===== src/design/fm_pkg.sv =====
/*
  Package of the fault manager: register offsets, field positions, reset values and source codes.
  Assumes a 16-bit register port whose addresses are the printed word offsets.
*/
package fm_pkg;

  // ---------------------------------------------------------------
  // Register offsets
  // ---------------------------------------------------------------
  localparam logic [15:0] FM_ADDR_CLEAR = 16'hF421;
  localparam logic [15:0] FM_ADDR_PARITY_MASK = 16'hF422;
  localparam logic [15:0] FM_ADDR_SOFT_MASK = 16'hF423;
  localparam logic [15:0] FM_ADDR_WDOG_MASK = 16'hF424;
  localparam logic [15:0] FM_ADDR_STACK_MASK = 16'hF425;
  localparam logic [15:0] FM_ADDR_LOOP_MASK = 16'hF426;
  localparam logic [15:0] FM_ADDR_FLAG = 16'hF427;
  localparam logic [15:0] FM_ADDR_CODE = 16'hF428;
  localparam logic [15:0] FM_ADDR_IRQ_STATUS = 16'hF429;
  localparam logic [15:0] FM_ADDR_IRQ_CLEAR = 16'hF42A;
  localparam logic [15:0] FM_ADDR_IRQ_ENABLE = 16'hF42B;

  // ---------------------------------------------------------------
  // Reset values
  // ---------------------------------------------------------------
  localparam logic [11:0] FM_PARITY_MASK_RESET = 12'h003;
  localparam logic FM_BIT_MASK_RESET = 1'b0;
  localparam logic [15:0] FM_CODE_RESET = 16'h0000;
  localparam logic [1:0] FM_IRQ_RESET = 2'h0;

  // ---------------------------------------------------------------
  // Source positions in the fault code
  // ---------------------------------------------------------------
  localparam int FM_POS_SOFT = 15;
  localparam int FM_POS_LOOP = 14;
  localparam int FM_POS_STACK = 13;
  localparam int FM_POS_WDOG = 12;
  localparam int FM_PARITY_W = 12;
  localparam int FM_SRC_W = 16;

  // ---------------------------------------------------------------
  // Interrupt status fields
  // ---------------------------------------------------------------
  localparam int FM_IRQ_ACCEPT = 0;
  localparam int FM_IRQ_FIRST = 1;
  localparam int FM_IRQ_W = 2;

endpackage : fm_pkg


===== src/design/fm_capture_if.sv =====
/*
  Interface between the register side and the fault capture core.
  Assumes both ends run on the one core clock.
*/
`timescale 1ns/1ps
`default_nettype none
interface fm_capture_if;
  import fm_pkg::*;
  logic [FM_SRC_W-1:0] fault_src;
  logic [FM_SRC_W-1:0] fault_mask;
  logic clear_pulse;
  logic accept_any;
  logic first_capture;
  logic flag;
  logic [FM_SRC_W-1:0] code;

  modport core (
    input fault_src, fault_mask, clear_pulse,
    output accept_any, first_capture, flag, code
  );
  modport regs (
    output fault_src, fault_mask, clear_pulse,
    input accept_any, first_capture, flag, code
  );
endinterface : fm_capture_if
`default_nettype wire


===== src/design/fm_capture.sv =====
/*
  Fault capture core: masks each source, keeps the sticky flag and the first-fault code.
  Assumes sources are one bit per position of the code, synchronous to the core clock.
*/
`timescale 1ns/1ps
`default_nettype none
module fm_capture
  import fm_pkg::*;
(
  // Clock and reset
  input wire logic clk_in,
  input wire logic rst_in,
  // Register side
  fm_capture_if.core cap
);

  // ---------------------------------------------------------------
  // Masking
  // ---------------------------------------------------------------
  logic [FM_SRC_W-1:0] accepted;
  logic flag;
  logic [FM_SRC_W-1:0] code;
  logic code_empty;
  logic [FM_SRC_W-1:0] next_code;
  logic next_flag;

  // A masked source never reaches the flag or code, so it cannot claim first place
  assign accepted = cap.fault_src & ~cap.fault_mask;
  assign code_empty = (code == FM_CODE_RESET) || cap.clear_pulse;
  // All sources of the first cycle land together
  assign next_code = code_empty ? accepted : code;
  // New error in the clear cycle wins over the clear
  assign next_flag = (flag && !cap.clear_pulse) || (|accepted);

  // ---------------------------------------------------------------
  // State
  // ---------------------------------------------------------------
  always_ff @(posedge clk_in) begin
    if (rst_in) begin
      flag <= 1'b0;
      code <= FM_CODE_RESET;
    end else begin
      flag <= next_flag;
      code <= next_code;
    end
  end

  assign cap.flag = flag;
  assign cap.code = code;
  assign cap.accept_any = |accepted;
  assign cap.first_capture = code_empty && (|accepted);

endmodule : fm_capture
`default_nettype wire


===== src/design/fm_top.sv =====
/*
  Fault manager top: register port, source masks, clear edge detection and interrupt.
  Assumes error sources come from logic on the core clock and the register master
  issues one-cycle strobes; read data stands in the cycle after the read strobe.
*/
`timescale 1ns/1ps
`default_nettype none
module fm_top
  import fm_pkg::*;
(
  // Clock and reset
  input wire logic clk_in,
  input wire logic rst_in,
  // Register port
  input wire logic [15:0] addr_in,
  input wire logic [15:0] wr_data_in,
  input wire logic wr_en_in,
  input wire logic rd_en_in,
  output logic [15:0] rd_data_out,
  // Error sources
  input wire logic [FM_PARITY_W-1:0] parity_err_in,
  input wire logic soft_fault_in,
  input wire logic loop_fault_in,
  input wire logic stack_fault_in,
  input wire logic watchdog_fault_in,
  // Status
  output logic fault_flag_out,
  output logic [FM_SRC_W-1:0] fault_code_out,
  output logic irq_out
);

  // ---------------------------------------------------------------
  // Registers
  // ---------------------------------------------------------------
  logic [FM_PARITY_W-1:0] parity_report_mask;
  logic software_fault_mask;
  logic watchdog_fault_mask;
  logic stack_fault_mask;
  logic loop_fault_mask;
  logic clear_bit;
  logic [FM_IRQ_W-1:0] irq_status;
  logic [FM_IRQ_W-1:0] irq_enable;

  fm_capture_if cap ();

  fm_capture u_capture (
    .clk_in(clk_in),
    .rst_in(rst_in),
    .cap(cap)
  );

  // ---------------------------------------------------------------
  // Decode
  // ---------------------------------------------------------------
  wire hit_clear = addr_in == FM_ADDR_CLEAR;
  wire hit_parity = addr_in == FM_ADDR_PARITY_MASK;
  wire hit_soft = addr_in == FM_ADDR_SOFT_MASK;
  wire hit_wdog = addr_in == FM_ADDR_WDOG_MASK;
  wire hit_stack = addr_in == FM_ADDR_STACK_MASK;
  wire hit_loop = addr_in == FM_ADDR_LOOP_MASK;
  wire hit_flag = addr_in == FM_ADDR_FLAG;
  wire hit_code = addr_in == FM_ADDR_CODE;
  wire hit_irq_status = addr_in == FM_ADDR_IRQ_STATUS;
  wire hit_irq_clear = addr_in == FM_ADDR_IRQ_CLEAR;
  wire hit_irq_enable = addr_in == FM_ADDR_IRQ_ENABLE;

  wire wr_clear = wr_en_in && hit_clear;
  wire wr_irq_clear = wr_en_in && hit_irq_clear;
  // Only a 0 to 1 change of the stored bit clears; rewriting 1 does nothing
  wire clear_rise = wr_clear && wr_data_in[0] && !clear_bit;

  // ---------------------------------------------------------------
  // Source and mask assembly
  // ---------------------------------------------------------------
  // Parity sources sit in the code at their mask positions
  assign cap.fault_src = {soft_fault_in, loop_fault_in, stack_fault_in,
                          watchdog_fault_in, parity_err_in};
  assign cap.fault_mask = {software_fault_mask, loop_fault_mask, stack_fault_mask,
                           watchdog_fault_mask, parity_report_mask};
  assign cap.clear_pulse = clear_rise;

  // ---------------------------------------------------------------
  // Mask and clear registers
  // ---------------------------------------------------------------
  always_ff @(posedge clk_in) begin
    if (rst_in) begin
      parity_report_mask <= FM_PARITY_MASK_RESET;
      software_fault_mask <= FM_BIT_MASK_RESET;
      watchdog_fault_mask <= FM_BIT_MASK_RESET;
      stack_fault_mask <= FM_BIT_MASK_RESET;
      loop_fault_mask <= FM_BIT_MASK_RESET;
      clear_bit <= 1'b0;
    end else if (wr_en_in) begin
      if (hit_parity) begin
        parity_report_mask <= wr_data_in[FM_PARITY_W-1:0];
      end
      if (hit_soft) begin
        software_fault_mask <= wr_data_in[0];
      end
      if (hit_wdog) begin
        watchdog_fault_mask <= wr_data_in[0];
      end
      if (hit_stack) begin
        stack_fault_mask <= wr_data_in[0];
      end
      if (hit_loop) begin
        loop_fault_mask <= wr_data_in[0];
      end
      if (hit_clear) begin
        clear_bit <= wr_data_in[0];
      end
    end
  end

  // ---------------------------------------------------------------
  // Interrupt
  // ---------------------------------------------------------------
  wire [FM_IRQ_W-1:0] irq_events = {cap.first_capture, cap.accept_any};
  wire [FM_IRQ_W-1:0] irq_clr = wr_irq_clear ? wr_data_in[FM_IRQ_W-1:0] : FM_IRQ_RESET;
  // Set wins over a clear in the same cycle
  wire [FM_IRQ_W-1:0] next_irq_status = (irq_status & ~irq_clr) | irq_events;
  wire next_irq = |(next_irq_status & irq_enable);

  always_ff @(posedge clk_in) begin
    if (rst_in) begin
      irq_status <= FM_IRQ_RESET;
      irq_enable <= FM_IRQ_RESET;
      irq_out <= 1'b0;
    end else begin
      irq_status <= next_irq_status;
      irq_out <= next_irq;
      if (wr_en_in && hit_irq_enable) begin
        irq_enable <= wr_data_in[FM_IRQ_W-1:0];
      end
    end
  end

  // ---------------------------------------------------------------
  // Read path
  // ---------------------------------------------------------------
  // Reserved bits and unmapped addresses read zero; clear register reads back
  logic [15:0] rd_mux;
  always_comb begin
    rd_mux = 16'h0000;
    if (hit_clear) begin
      rd_mux = {15'h0000, clear_bit};
    end else if (hit_parity) begin
      rd_mux = {4'h0, parity_report_mask};
    end else if (hit_soft) begin
      rd_mux = {15'h0000, software_fault_mask};
    end else if (hit_wdog) begin
      rd_mux = {15'h0000, watchdog_fault_mask};
    end else if (hit_stack) begin
      rd_mux = {15'h0000, stack_fault_mask};
    end else if (hit_loop) begin
      rd_mux = {15'h0000, loop_fault_mask};
    end else if (hit_flag) begin
      rd_mux = {15'h0000, cap.flag};
    end else if (hit_code) begin
      rd_mux = cap.code;
    end else if (hit_irq_status) begin
      rd_mux = {14'h0000, irq_status};
    end else if (hit_irq_enable) begin
      rd_mux = {14'h0000, irq_enable};
    end
  end

  always_ff @(posedge clk_in) begin
    if (rst_in) begin
      rd_data_out <= 16'h0000;
      fault_flag_out <= 1'b0;
      fault_code_out <= FM_CODE_RESET;
    end else begin
      rd_data_out <= rd_en_in ? rd_mux : 16'h0000;
      fault_flag_out <= cap.flag;
      fault_code_out <= cap.code;
    end
  end

endmodule : fm_top
`default_nettype wire


===== config.mk =====
export PLATFORM = sky130hd
export DESIGN_NAME = fm_top
export DESIGN_NICKNAME = d
export VERILOG_FILES = /design/src/design/fm_pkg.sv /design/src/design/fm_capture_if.sv /design/src/design/fm_capture.sv /design/src/design/fm_top.sv
export SDC_FILE = /design/constraint.sdc
export NUM_CORES = 1
export LEC_CHECK = 0
export BUFFER_PORTS_ARGS = -buffer_cell sky130_fd_sc_hd__buf_2
export CORE_MARGIN = 5
export CORE_UTILIZATION = 50
export CTS_CLUSTER_SIZE = 30
export DETAILED_ROUTE_END_ITERATION = 10
export GPL_TIMING_DRIVEN = 0
export PLACE_DENSITY = 0.89
export SLEW_MARGIN = 20
export SYNTH_ARGS = -nofsm -noshare
export SYNTH_HDL_FRONTEND = slang
export SYNTH_SLANG_ARGS = --single-unit

===== constraint.sdc =====
create_clock -name clk_in -period 2.1 [get_ports clk_in]
set_input_delay 0.105 -clock clk_in [delete_from_list [all_inputs] [get_ports clk_in]]
set_output_delay 0.105 -clock clk_in [all_outputs]
set_load 0.01 [all_outputs]

---- Word level (Yosys, flattened, before mapping) ----
Index checks and enable logic that the tools add are counted.
operators by class
  equal/unequal tests ..................... 11
  reductions and logical operators ........ 23
  bitwise logic cells ..................... 7
  multiplexer cells ....................... 11
operators by type and width
  cell                                          count
  equality test 16 bit (second input constant)  11
  2-to-1 mux 12 bit                             6
  bitwise AND 16 bit                            1
  zero test 16 bit                              1
  2-to-1 mux 16 bit                             1
  inverter 16 bit                               1
  OR reduction 16 bit                           1
  AND reduction 2 bit                           6
  OR reduction 9 bit                            1
  logical AND 1 bit                             7
  2-to-1 mux 2 bit                              3
  bitwise AND 2 bit                             2
  OR reduction 2 bit                            2
  OR reduction 3 bit                            1
  zero test 1 bit                               2
  logical OR 1 bit                              2
  inverter 2 bit                                1
  bitwise OR 2 bit                              1
  2-to-1 mux 1 bit                              1
  inverter 1 bit                                1
storage, ports and cells
  bits of input ports ..................... 52
  register bits after elaboration ......... 72

---- Depth between registers and ports, before layout ----
Gate-level depths: netlist of run 1.
  depth in word-level cells ............... 11
  gate-level depth with buffers ........... 8

---- Hierarchy ----
Synthesis of run 1 repeated with hierarchy kept, for this count alone.
second synthesis, totals
  cell total of the unflattened synthesis .. 306
  area, all modules ....................... 2942.8 um^2
by module, submodules not included
  module      sequential area each (um^2)  cells each  area each (um^2)  instances
  fm_top      1101.1                       223         2128.3            1
  fm_capture  340.3                        83          814.5             1

---- Worst setup path before layout of run 1 ----
No wires, ideal clock.
  path kind ............................... input to register
  start ................................... input addr_in[4]
  end ..................................... register u_capture.code[10], in the netlist u_capture.cap.code[10]
  setup slack ............................. 154 ps
  arrival time ............................ 1818 ps
  buffers on the path ..................... 1
  stages .................................. 7
  cells stage by stage .................... or4b_1 > nor3_4 > nand4_4 > o21ai_4 > buf_12 > mux2i_1 > nor2_1
between the ends
  longest elaborated chain between the ends .. 5
ends and longest elaborated chain
  element                         line              text
  start: declaration              fm_top.sv:15      input wire logic [15:0] addr_in,
  equality test 16 bit            fm_top.sv:55      wire hit_clear = addr_in == FM_ADDR_CLEAR;
  logical AND 1 bit               fm_top.sv:67      wire wr_clear = wr_en_in && hit_clear;
  logical AND 1 bit (2 in a row)  fm_top.sv:70      wire clear_rise = wr_clear && wr_data_in[0] && !clear_bit;
  logical OR 1 bit                fm_capture.sv:29  assign code_empty = (code == FM_CODE_RESET) || cap.clear_pulse;
  end signal: assignment          fm_capture.sv:44  code <= next_code;
  end: declaration                fm_capture.sv:22  logic [FM_SRC_W-1:0] code;
No other way between the ends.
A chain may end at the register's enable or synchronous reset.

---- Worst setup path in the final report of run 1 ----
  start ................................... input addr_in[4]
  end ..................................... register u_capture.code[12], in the netlist u_capture.cap.code[12]
Same word-level chain as after synthesis.

==> results of run 1 <==
## cell families after synthesis
family,Yosys count
AO/OA/AOI/OAI,27
buffers and inverters,14
flip-flops,72
multiplexers,37
AND/OR/NAND/NOR,126
## registers in the layout, indices dropped and copies added, names as in the netlist
signal	cells
u_capture.cap.code	16
parity_report_mask	12
watchdog_fault_mask	1
u_capture.cap.flag	1
loop_fault_mask	1
fault_code_out	16
fault_flag_out	1
irq_enable	2
irq_out	1
clear_bit	1
stack_fault_mask	1
irq_status	2
software_fault_mask	1
rd_data_out	16
## path summary, 6_finish.rpt
kind / from / endpoint / slack [ns] / cells past startpoint
max: addr_in[4] / u_capture.cap.code[12] / 0.17 / 8
min: wr_data_in[5] / parity_report_mask[5] / 0.02 / 3
max reg2reg: u_capture.cap.code[3] / u_capture.cap.code[12] / 0.35 / 6
min reg2reg: watchdog_fault_mask / watchdog_fault_mask / 0.49 / 2
## power by group
group	total (W)	internal [W]	switching (W)
Sequential	0.00157	0.00148	0.0000870
Combinational	0.000791	0.000411	0.000380
Clock	0.00119	0.000670	0.000523
## area by class of cell
| cell class | count | share of cell area |
|---|---|---|
| Buffer | 13 | 0.0194 |
| Clock buffer | 9 | 0.0342 |
| Clock inverter | 6 | 0.0256 |
| Inverter | 1 | 0.00104 |
| Multi-Input combinational cell | 190 | 0.362 |
| Sequential cell | 72 | 0.398 |
| Tap cell | 72 | 0.0249 |
| Timing Repair Buffer | 88 | 0.134 |
## synthesized netlist by cell type (all sizes together)
library cell / instances
dfxtp: 72
nor2: 37
mux2i: 36
nor2b: 25
nand2: 12
a22o: 11
and2b: 10
nor4: 10
clkbuf: 9
nand3: 5
nand4: 5
a21oi: 4
and2: 4
buf: 4
nor3: 4
o21ai: 4
nand2b: 3
nand3b: 3
nor3b: 3
or4b: 2
a211o: 1
a211oi: 1
a21o: 1
a221oi: 1
a22oi: 1
a31o: 1
a32o: 1
inv: 1
mux2: 1
nor4b: 1
o21a: 1
or2: 1
or3: 1
## cell usage in the layout (no fill, tap or decap), types with 2 or more instances in the layout
cell,count
sky130_fd_sc_hd__nand3_1,5
sky130_fd_sc_hd__buf_2,80
sky130_fd_sc_hd__nor3_2,2
sky130_fd_sc_hd__nand2b_1,3
sky130_fd_sc_hd__inv_6,2
sky130_fd_sc_hd__nor2b_1,25
sky130_fd_sc_hd__bufinv_16,2
sky130_fd_sc_hd__clkinvlp_4,2
sky130_fd_sc_hd__a22o_1,11
sky130_fd_sc_hd__and2_1,4
sky130_fd_sc_hd__nand4_1,4
sky130_fd_sc_hd__dfxtp_1,72
sky130_fd_sc_hd__nor4_1,10
sky130_fd_sc_hd__o21ai_0,3
sky130_fd_sc_hd__and2b_1,10
sky130_fd_sc_hd__nor3b_1,3
sky130_fd_sc_hd__clkbuf_8,9
sky130_fd_sc_hd__mux2i_1,36
sky130_fd_sc_hd__clkbuf_1,9
sky130_fd_sc_hd__dlygate4sd3_1,9
sky130_fd_sc_hd__a21oi_1,4
sky130_fd_sc_hd__nor2_1,37
sky130_fd_sc_hd__nand3b_1,3
sky130_fd_sc_hd__nand2_1,12
## stage by stage
step / worst slack [ns] / std cells / util / TNS [ns]
floorplan: 0.154 / 276 / - / 0
global placement: -0.131 / 427 / 0.601 / -2.38
detailed placement: -0.167 / 427 / 0.601 / -3.54
CTS: 0.179 / 451 / 0.657 / 0
global route: 0.0535 / 451 / 0.657 / 0
finish: 0.175 / 451 / 0.657 / 0
## repair_timing
action                                  4_1_cts  5_1_grt
hold endpoints to repair                      9        0
endpoints found under the setup margin        0        0
hold buffers                                  9        0
## critical path: stages
cell and delay (ns):
sky130_fd_sc_hd__buf_2 0.09, sky130_fd_sc_hd__or4b_1 0.63, sky130_fd_sc_hd__nor3_4 0.26, sky130_fd_sc_hd__nand4_4 0.17, sky130_fd_sc_hd__o21ai_4 0.38, sky130_fd_sc_hd__buf_12 0.20
sky130_fd_sc_hd__mux2i_1 0.23, sky130_fd_sc_hd__nor2_1 0.07
## layer usage
| metal | up-vias | track usage | part of all wire |
|---|---|---|---|
| met4 | 0 | 0.0820 | 0.020 |
| li1 | 1156 | - | - |
| met5 | - | 0 | 0 |
| met3 | 14 | 0.0583 | 0.084 |
| met1 | 1109 | 0.235 | 0.41 |
| met2 | 91 | 0.329 | 0.49 |
==> results list, run 1 <==
- The flow ran to the end, and the final reports show no timing, DRC or antenna violations.
* Core footprint: 0.00551 mm2
- Seq. cell area: 0.00144 mm2
- Max rail drop VDD: 0.516 mV
- Number of distinct library cell variants in the gate-level netlist after synthesis: 41
- Maximum number of pins on one net before global-route repair: 14
- Of the total synthesized cell area, the portion taken by AND, OR, NAND and NOR gates is 0.256.
- The die is 85.2 um wide.
- Register clock-pin slew on the reported worst setup and hold paths: 0.07 ns
* Biggest area consumer among synthesized cells: sky130_fd_sc_hd__dfxtp_1
- In this run, synthesis produced a sequential element count of 72.
- The tightest min-delay check is of the in2reg type.
- Routability-driven placement finished with a final weighted congestion of 0.814.
- Vias in the first global route: 2442
* Synth top area cells: sky130_fd_sc_hd__dfxtp_1, sky130_fd_sc_hd__mux2i_1, sky130_fd_sc_hd__nor2b_1, sky130_fd_sc_hd__nor2_1, sky130_fd_sc_hd__a22o_1
* PortBufs: 79
* Root buf cell: sky130_fd_sc_hd__clkbuf_8
- Number of search-and-repair iterations in the first detailed-routing pass: 4
* Final nets: 427
- Of the post-synthesis cell area, the dominant cell type holds 0.510.
* Crit start category: primary input
- In the final routed layout, each cell accounts on average for 15.1 um.
- Final cycle utilization of the critical path: 0.917
* Final Cell Area: 0.00362 mm2
* Average cell area after synthesis: 10.2 um2
- The worst setup path is of the in2reg kind.
- For this configuration, the core starts out at a cell density of 0.513.
- Grt ovf: 0
- Synthesized netlist cell count: 276
- Number of nets with antenna violations after routing: 0
- In this run the tightest slew margin relative to its limit is 0.453.
- In this run the vertical extent of the chip is 85.2 um.
- Summing all placed instances gives a cell area of 0.00331 mm2.
- Vias per std cell: 5.25
- Share of synthesized cell area in full adder, half adder and majority cells: 0
- In the final layout, the multi-input gates occupy 0.00131 mm2.
- DP HPWL: 5050 um
- The routed layout has 2370 vias.
- Worst Path Arrival: 2.14 ns
- In the routed design, unresolved DRC markers number 0.
- Max capacitance violation total: 0
- Fin. max-slew vios: 0
- Max Clk Rate: 0.519 GHz
- Fraction of the yosys area taken by sequential cells: 0.510
* Hold slack: 0.0183 ns
- Syn. warnings: 0
- Endpoints failing hold: 0
- Complex-gate fraction of the synthesized area: 0.0757
- Fill cell instance count of the final layout: 416
- Synthesized-area fraction occupied by xor and xnor cells: 0
- Die Footprint: 0.00725 mm2
- Power Total: 0.00355 W
- The number of nets handed over by synthesis was 328.
- No sink is reached through more buffers than the 2 on the longest clock path.
* First-pass GRT wire length: 11200 um
- The detailed router finished its first iteration with 104 violations.
* Clk Latency, worst-skew pair: 0.35 ns
- Multiplexer area fraction after synthesis: 0.132
- CTS tree: yes
- Setup Buffers After CTS: 0
- Unrepaired setup endpoints after global routing: no
* Clock buffers created by TritonCTS: 9
- Total leakage power: 1.66 nW
- The H-tree generated during clock tree synthesis spans 3 levels.
* Detailed Route WL: 6820 um
* Combined global-route utilization of all metal layers: 0.197
* Slew of the pin with the lowest slew margin: 0.815 ns
- I/O pin cnt: 86
* Type of element capturing the critical path: flip-flop
- In the final layout, the share of cells above drive strength 1 is 0.274.
- Mapped Area: 0.00283 mm2
* Post-route minimum period: 1.93 ns
- Worst clock skew: 0.00753 ns
- Number of antenna diodes: 0
* Number of antenna violations at the first check in global routing: 0
* Floorplan row count: 27
- Clk sink count: 72
- Power density over the cells: 982 mW/mm2
- Synth-to-Final Area Change: 28.0%
* Post-cts resize count: 0
* Data required time of the worst path: 2.32 ns
- Of all nets on the critical path, the largest fanout is 10.
- Finish-stage setup viols: 0
- Main combinational cell family by area after synthesis: simple AND/OR/NAND/NOR gates
(Power assumes the default switching activity.)
==> run 2, diff against run 1 <==
Settings changed: CORE_UTILIZATION 50 to 30, PLACE_DENSITY 0.89 to 0.62, SYNTH_HIERARCHICAL set to 1.
==> results list, run 2 <==
* Outcome: complete, but fails checks
- Violations in the final reports: setup timing
- Dividing the final minimum period by the clock period gives 1.03.
* Peak fanout along the critical path: 3
- In this run the tool buffered the top-level ports with 79 buffer cells.
* CTS tree: yes
- Combined global-route utilization of all metal layers: 0.153
- For this run, design rule violations remaining after detail routing come to 0.
- After layout, the worst setup slack is -0.0708 ns.
* Crit start category: primary input
- Fill cell instance count of the final layout: 1006
- DP Worst Slack: -0.805 ns
- Die Footprint: 0.0119 mm2
- Endpoints failing hold: 0
- After global routing the overflow that remains totals 0.
- Leading cell types in the layout, fill and taps excluded: sky130_fd_sc_hd__buf_2, sky130_fd_sc_hd__dfxtp_1, sky130_fd_sc_hd__nor2b_1
- Synthesized-area fraction occupied by xor and xnor cells: 0
- Of all cell types, the one taking the most synthesized area is sky130_fd_sc_hd__dfxtp_1.
- For this block, the initial DRC count from the detailed router was 193.
- After synthesis, the mean cell area works out to 9.62 um2.
* Synthesized netlist cell count: 306
- Max capacitance violation total: 0
- Root buf cell: sky130_fd_sc_hd__clkbuf_8
- After detailed routing, the number of vias per cell comes to 4.85.
- Synth Area in Simple Gates: 0.252
- IR analysis of the VDD net gives a maximum drop of 0.306 mV.
* Number of antenna diodes: 0
- Across all hold checks on the routed design, the worst slack comes to 0.0159 ns.
* Syn. warnings: 6
- Max clock buf depth: 2
- Data arrives at the worst endpoint at 2.47 ns.
- The first global-routing pass estimated 13700 um of wire.
* Start-to-end type of the worst setup path: in2reg
* Data required time of the worst path: 2.40 ns
- Core footprint: 0.00968 mm2
- Register clock-pin slew on the reported worst setup and hold paths: 0.08 ns
- On the final layout, the worst clock skew is 0.0101 ns.
- The wire-length estimate of the detail-placed layout is 6520 um.
- Synth-to-Final Area Change: 31.2%
- Maximum number of pins on one net before global-route repair: 15
- Worst setup path start: addr_in[11]
- For this configuration, the core starts out at a cell density of 0.304.
* Number of search-and-repair iterations in the first detailed-routing pass: 4
- Area of the multi-input gates: 0.00139 mm2
- Util after Layout: 0.399
* Main flop type after synthesis: sky130_fd_sc_hd__dfxtp_1
* Main combinational cell family by area after synthesis: simple AND/OR/NAND/NOR gates
- The die is 109 um tall.
- The clock drives 72 sinks.
* Top flop regs: fault_code_out (16), rd_data_out (16), u_capture/cap.code (16)
- Setup violations remaining at the end of the flow were counted as 8.
- Horiz. Die Dim: 109 um
- Clock buffers created by TritonCTS: 9
- Complex-gate fraction of the synthesized area: 0.152
* Fraction of the yosys area taken by sequential cells: 0.490
* Hold Crit Class: in2reg
* Critical R2R Launch: loop_fault_mask
- The net count of the finished layout is 461.
- Commonest cells post-synth: sky130_fd_sc_hd__dfxtp_1, sky130_fd_sc_hd__nor2b_1, sky130_fd_sc_hd__nor2_1, sky130_fd_sc_hd__a21oi_1
- The number of global-route vias before repair came to 2637.
* Floorplan row count: 36
* Power density over the cells: 918 mW/mm2
* Unrepaired setup endpoints after global routing: yes
- Number of distinct library cell variants in the gate-level netlist after synthesis: 50
- The count of pins over their slew limit was 0.
* Number of antenna violations at the first check in global routing: 0
* Post-synthesis net count: 358
- Dividing the detail-routed wire length by the instance count gives 15.8 um.
- Wires add up to 8660 um.
- Clk Latency, worst-skew pair: 0.35 ns
* Total leakage power: 1.62 nW
- Share of synthesized cell area in full adder, half adder and majority cells: 0
- Mapped Area: 0.00294 mm2
* FF-to-FF setup slack: 0.17 ns
* DR vias: 2654
- Number of H-tree levels: 3
- In this run the count of I/O pins placed on the die edge is 86.
- Max Clk Rate: 0.461 GHz
- In the post-synthesis netlist, the cell with the most instances is sky130_fd_sc_hd__dfxtp_1.
* Leading cell type in the layout, fill and taps excluded: sky130_fd_sc_hd__buf_2
* Launch point of the worst hold path: wr_data_in[11]
- In this run the tightest slew margin relative to its limit is 0.431.
* Multiplexer area fraction after synthesis: 0.0578
- Seq. cell area: 0.00144 mm2
* Fraction of layout cells with a size suffix above 1: 0.312
- Of the post-synthesis cell area, the dominant cell type holds 0.490.
* Synth top area cells: sky130_fd_sc_hd__dfxtp_1, sky130_fd_sc_hd__nor2b_1, sky130_fd_sc_hd__mux2i_1, sky130_fd_sc_hd__a32o_1, sky130_fd_sc_hd__a21oi_1
- Number of nets with antenna violations after routing: 0
- Slew of the pin with the lowest slew margin: 0.846 ns
- Post-route minimum period: 2.17 ns
- The synthesized design contains 0 enable-type register cells.
* Final weighted congestion in routability-driven placement: 0.842
* FFs w/ async S/R, synth: 0
* Yosys reg bits: 72
- Type of element capturing the critical path: flip-flop
==> run 2: logic make-up (layout without fill, tap and decap cells) <==
logic type / Yosys count / count (layout)
flops: 72 / 72
compound gates: 67 / 67
mux: 17 / 17
buf+inv: 28 / 136
simple gates: 122 / 122
==> run 2: final timing paths <==
check / endpoint / cells after the start
worst min register to register: stack_fault_mask / 2
worst min-delay path: parity_report_mask[11] / 3
worst max-delay path: irq_out / 11
worst max register to register: irq_out / 7
==> run 2: area by class of cell <==
cell class	instances	area share
plain buffers	21	0.0295
clock buffers	9	0.0321
clock inverters	7	0.0207
inverters	6	0.00583
multi-input cells	206	0.359
flip-flops and latches	72	0.373
well taps	133	0.0431
repair buffers	93	0.136
==> run 2: what timing repair did <==
action / 4_1_cts / 5_1_grt
hold buffers: 5 / 0
setup buffers: 8 / 1
resized for setup: 2 / 2
hold endpoints to repair: 5 / 0
endpoints found under the setup margin: 18 / 18
pin swaps: 4 / 3
==> run 2: worst max-delay path, stage by stage <==
cell	delay, ns
sky130_fd_sc_hd__buf_6	0.09
sky130_fd_sc_hd__or4b_4	0.53
sky130_fd_sc_hd__or4_4	0.57
sky130_fd_sc_hd__nor4b_4	0.27
sky130_fd_sc_hd__a41o_1	0.15
sky130_fd_sc_hd__buf_6	0.10
sky130_fd_sc_hd__buf_12	0.09
sky130_fd_sc_hd__nor2b_4	0.15
sky130_fd_sc_hd__o21bai_1	0.07
sky130_fd_sc_hd__a31oi_1	0.19
sky130_fd_sc_hd__a22o_1	0.15
==> run 2: stage by stage <==
step | area [um2] | setup TNS (ns) | instances | total power [W]
finish | 3860 | -0.274 | 547 | 0.00355
global placement | 3530 | -8.98 | 518 | 0.00231
detailed placement | 3530 | -9.37 | 518 | 0.00233
global route | 3860 | -1.19 | 547 | 0.00371
CTS | 3850 | -0.441 | 546 | 0.00354
floorplan | 2970 | -2.65 | 306 | 0.00210
==> run 2: power breakdown <==
part | switching (W) | internal (W)
logic | 0.000384 | 0.000470
registers | 0.0000726 | 0.00149
clock network | 0.000568 | 0.000563
==> run 2: metal layers <==
layer,GRT usage,up-vias,wire [um]
met5,0,-,0
met4,0.0821,0,207
met3,0.0255,17,448
met2,0.248,85,4150
met1,0.193,1240,3860
li1,-,1312,-
==> run 3, diff against run 2 <==
Settings changed: CORE_MARGIN 5 to 2, SYNTH_HIERARCHICAL 1 to not set.
==> results list, run 3 (same netlist as run 1, synthesis figures left out) <==
- The flow ran to the end, and the final reports show no timing, DRC or antenna violations.
- Register clock-pin slew on the reported worst setup and hold paths: 0.08 ns
- The initial antenna violation count came to 0.
- The worst setup path is launched from a primary input.
- Met3 wire length: 464 um
* Number of DRC markers after the initial detailed-route iteration: 67
* Max Clk Rate: 0.509 GHz
- The count of pins over their slew limit is 0.
- The hold violation count in the final report was 0.
- The die covers 0.0102 mm2.
- Hold Crit Class: in2reg
* Total placed cells including tap cells: 466
- TritonCTS built the clock tree.
- Util after Layout: 0.398
- The worst pin sits at a relative slew slack of 0.421.
- Max-cap violations in this run came to 0.
- The library cell used most frequently in the layout, excluding fill and tap cells, is sky130_fd_sc_hd__buf_2.
* Finish-stage setup viols: 0
- The internal power of the cells totals 0.00259 W.
- Data required time of the worst path: 2.38 ns
- Fraction of layout cells with a size suffix above 1: 0.274
* Peak fanout along the critical path: 10
- The tree is rooted in a sky130_fd_sc_hd__clkbuf_8.
- The multi-input combinational cells in the finished layout cover a total of 0.00131 mm2.
- The top cell types in the final layout, fill and taps aside, are sky130_fd_sc_hd__buf_2, sky130_fd_sc_hd__dfxtp_1, sky130_fd_sc_hd__nor2_1.
* Post-route minimum period: 1.97 ns
- Summing over every cut layer, the via total after detailed routing is 2305.
- Type of element capturing the critical path: flip-flop
* Horiz. Die Dim: 101 um
* Final Cell Area: 0.00366 mm2
- Start-to-end type of the worst setup path: in2reg
- Vias per std cell: 4.70
- Top flop regs: fault_code_out (16), rd_data_out (16), u_capture.cap.code (16)
* Combined global-route utilization of all metal layers: 0.153
- Worst Path Arrival: 2.25 ns
- Entering global routing, the biggest net connects 13 pins.
* Final nets: 426
* Final weighted congestion in routability-driven placement: 0.803
- Clock power frac: 0.340
* Clk Latency, worst-skew pair: 0.35 ns
* Number of antenna diodes: 0
* Final cycle utilization of the critical path: 0.936
* Share of total power consumed by net switching: 0.276
- Die Ht: 101 um
- Total leakage power: 1.66 nW
- Grt ovf: 0
* Unrepaired setup endpoints after global routing: no
* DP HPWL: 5520 um
* Number of search-and-repair iterations in the first detailed-routing pass: 4
* Core footprint: 0.00920 mm2
- Max clock buf depth: 2
- Across all hold checks on the routed design, the worst slack comes to 0.0123 ns.
- Detailed routing placed a total of 3470 um of wire on met2.
* Detailed-route DRC error count: 0
- Max rail drop VDD: 0.379 mV
* Sw Pwr: 0.000990 W
* Detailed Route WL: 7350 um
* Clk sink count: 72
* Post-placement cell area: 0.00336 mm2
* Top metal layer carrying routed signals: met4
- The first global-routing pass estimated 11700 um of wire.
- I/O pin cnt: 86
- PortBufs: 79
- Number of H-tree levels: 3
* Number of nets with antenna violations after routing: 0
- Synth-to-Final Area Change: 29.5%
- After detailed routing, the average wire length per cell comes to 15.0 um.
- Starting density of the core: 0.307
- After detailed routing, the wire length on met1 is 3300 um.
* Clock buffers created by TritonCTS: 9
- Fill cell instance count of the final layout: 925
- Part of the power in registers: 0.437
- Seq. cell area: 0.00144 mm2
- Vias in the first global route: 2340
- The finished layout holds 490 standard cells, fillers aside.
- Slew of the pin with the lowest slew margin: 0.864 ns
* Floorplan row count: 35
- The share of total power dissipated in combinational logic is 0.223.
- In the final timing run, aggregate negative setup slack is 0 ns.
- Worst clock skew: 0.00794 ns
* Power density over the cells: 979 mW/mm2
[run 3: cell count changes in the layout (fill, tap and decap cells not counted), sizes merged, moves of 6 or more]
cell	previous run	this run
mux2i	17	36
buf	96	83
a32o	10	1
nand2	6	12
nand3	12	5
o21ai	17	4
inv	8	2
a22o	2	11
a21oi	19	4
and3	7	0
nor2	21	37
[run 3: layout make-up]
class | instances | share of cell area
repair buffers | 87 | 0.130
well taps | 111 | 0.0379
clock buffers | 11 | 0.0386
flip-flops and latches | 72 | 0.394
plain buffers | 13 | 0.0191
inverters | 1 | 0.00103
multi-input cells | 190 | 0.358
clock inverters | 5 | 0.0215
[run 3: critical path, cell delays in order]
cell and delay (ns):
sky130_fd_sc_hd__buf_2 0.09, sky130_fd_sc_hd__or4b_1 0.64, sky130_fd_sc_hd__nor3_4 0.25, sky130_fd_sc_hd__nand3b_1 0.18, sky130_fd_sc_hd__nor2_1 0.47, sky130_fd_sc_hd__buf_2 0.32
sky130_fd_sc_hd__a22o_1 0.19
[run 3: final timing paths]
check	start	depth (start not counted)	endpoint	slack, ns
setup reg to reg	u_capture.cap.code[12]	6	u_capture.cap.code[8]	0.28
setup / recovery	addr_in[4]	7	rd_data_out[5]	0.13
hold / removal	wr_data_in[6]	3	parity_report_mask[6]	0.01
hold reg to reg	stack_fault_mask	2	stack_fault_mask	0.48
[run 3: power by group through the flow]
stage	Sequential (W)	Combinational, W	Clock [W]
4_1_cts	0.00157	0.000804	0.00126
3_5_place_dp	0.00160	0.000792	0
2_1_floorplan	0.00158	0.000594	0
6_report	0.00157	0.000799	0.00122
5_1_grt	0.00159	0.000865	0.00131
3_3_place_gp	0.00160	0.000776	0
[run 3: routing by layer]
| layer | track usage | up-vias |
|---|---|---|
| li1 | - | 1156 |
| met1 | 0.189 | 1061 |
| met2 | 0.250 | 81 |
| met3 | 0.0492 | 7 |
| met4 | 0.0572 | 0 |
| met5 | 0 | - |
[run 3: stage by stage]
stage / setup WS (ns) / total power (W)
after CTS: 0.146 / 0.00363
after detailed placement: -0.236 / 0.00239
after global placement: -0.217 / 0.00237
after floorplan: 0.154 / 0.00218
after global routing: 0.0370 / 0.00376
final: 0.133 / 0.00358
[run 3: what timing repair did]
item,4_1_cts,5_1_grt
hold buffers,8,0
buffers inserted,0,0
endpoints found under the hold margin,8,0
resized for setup,0,0
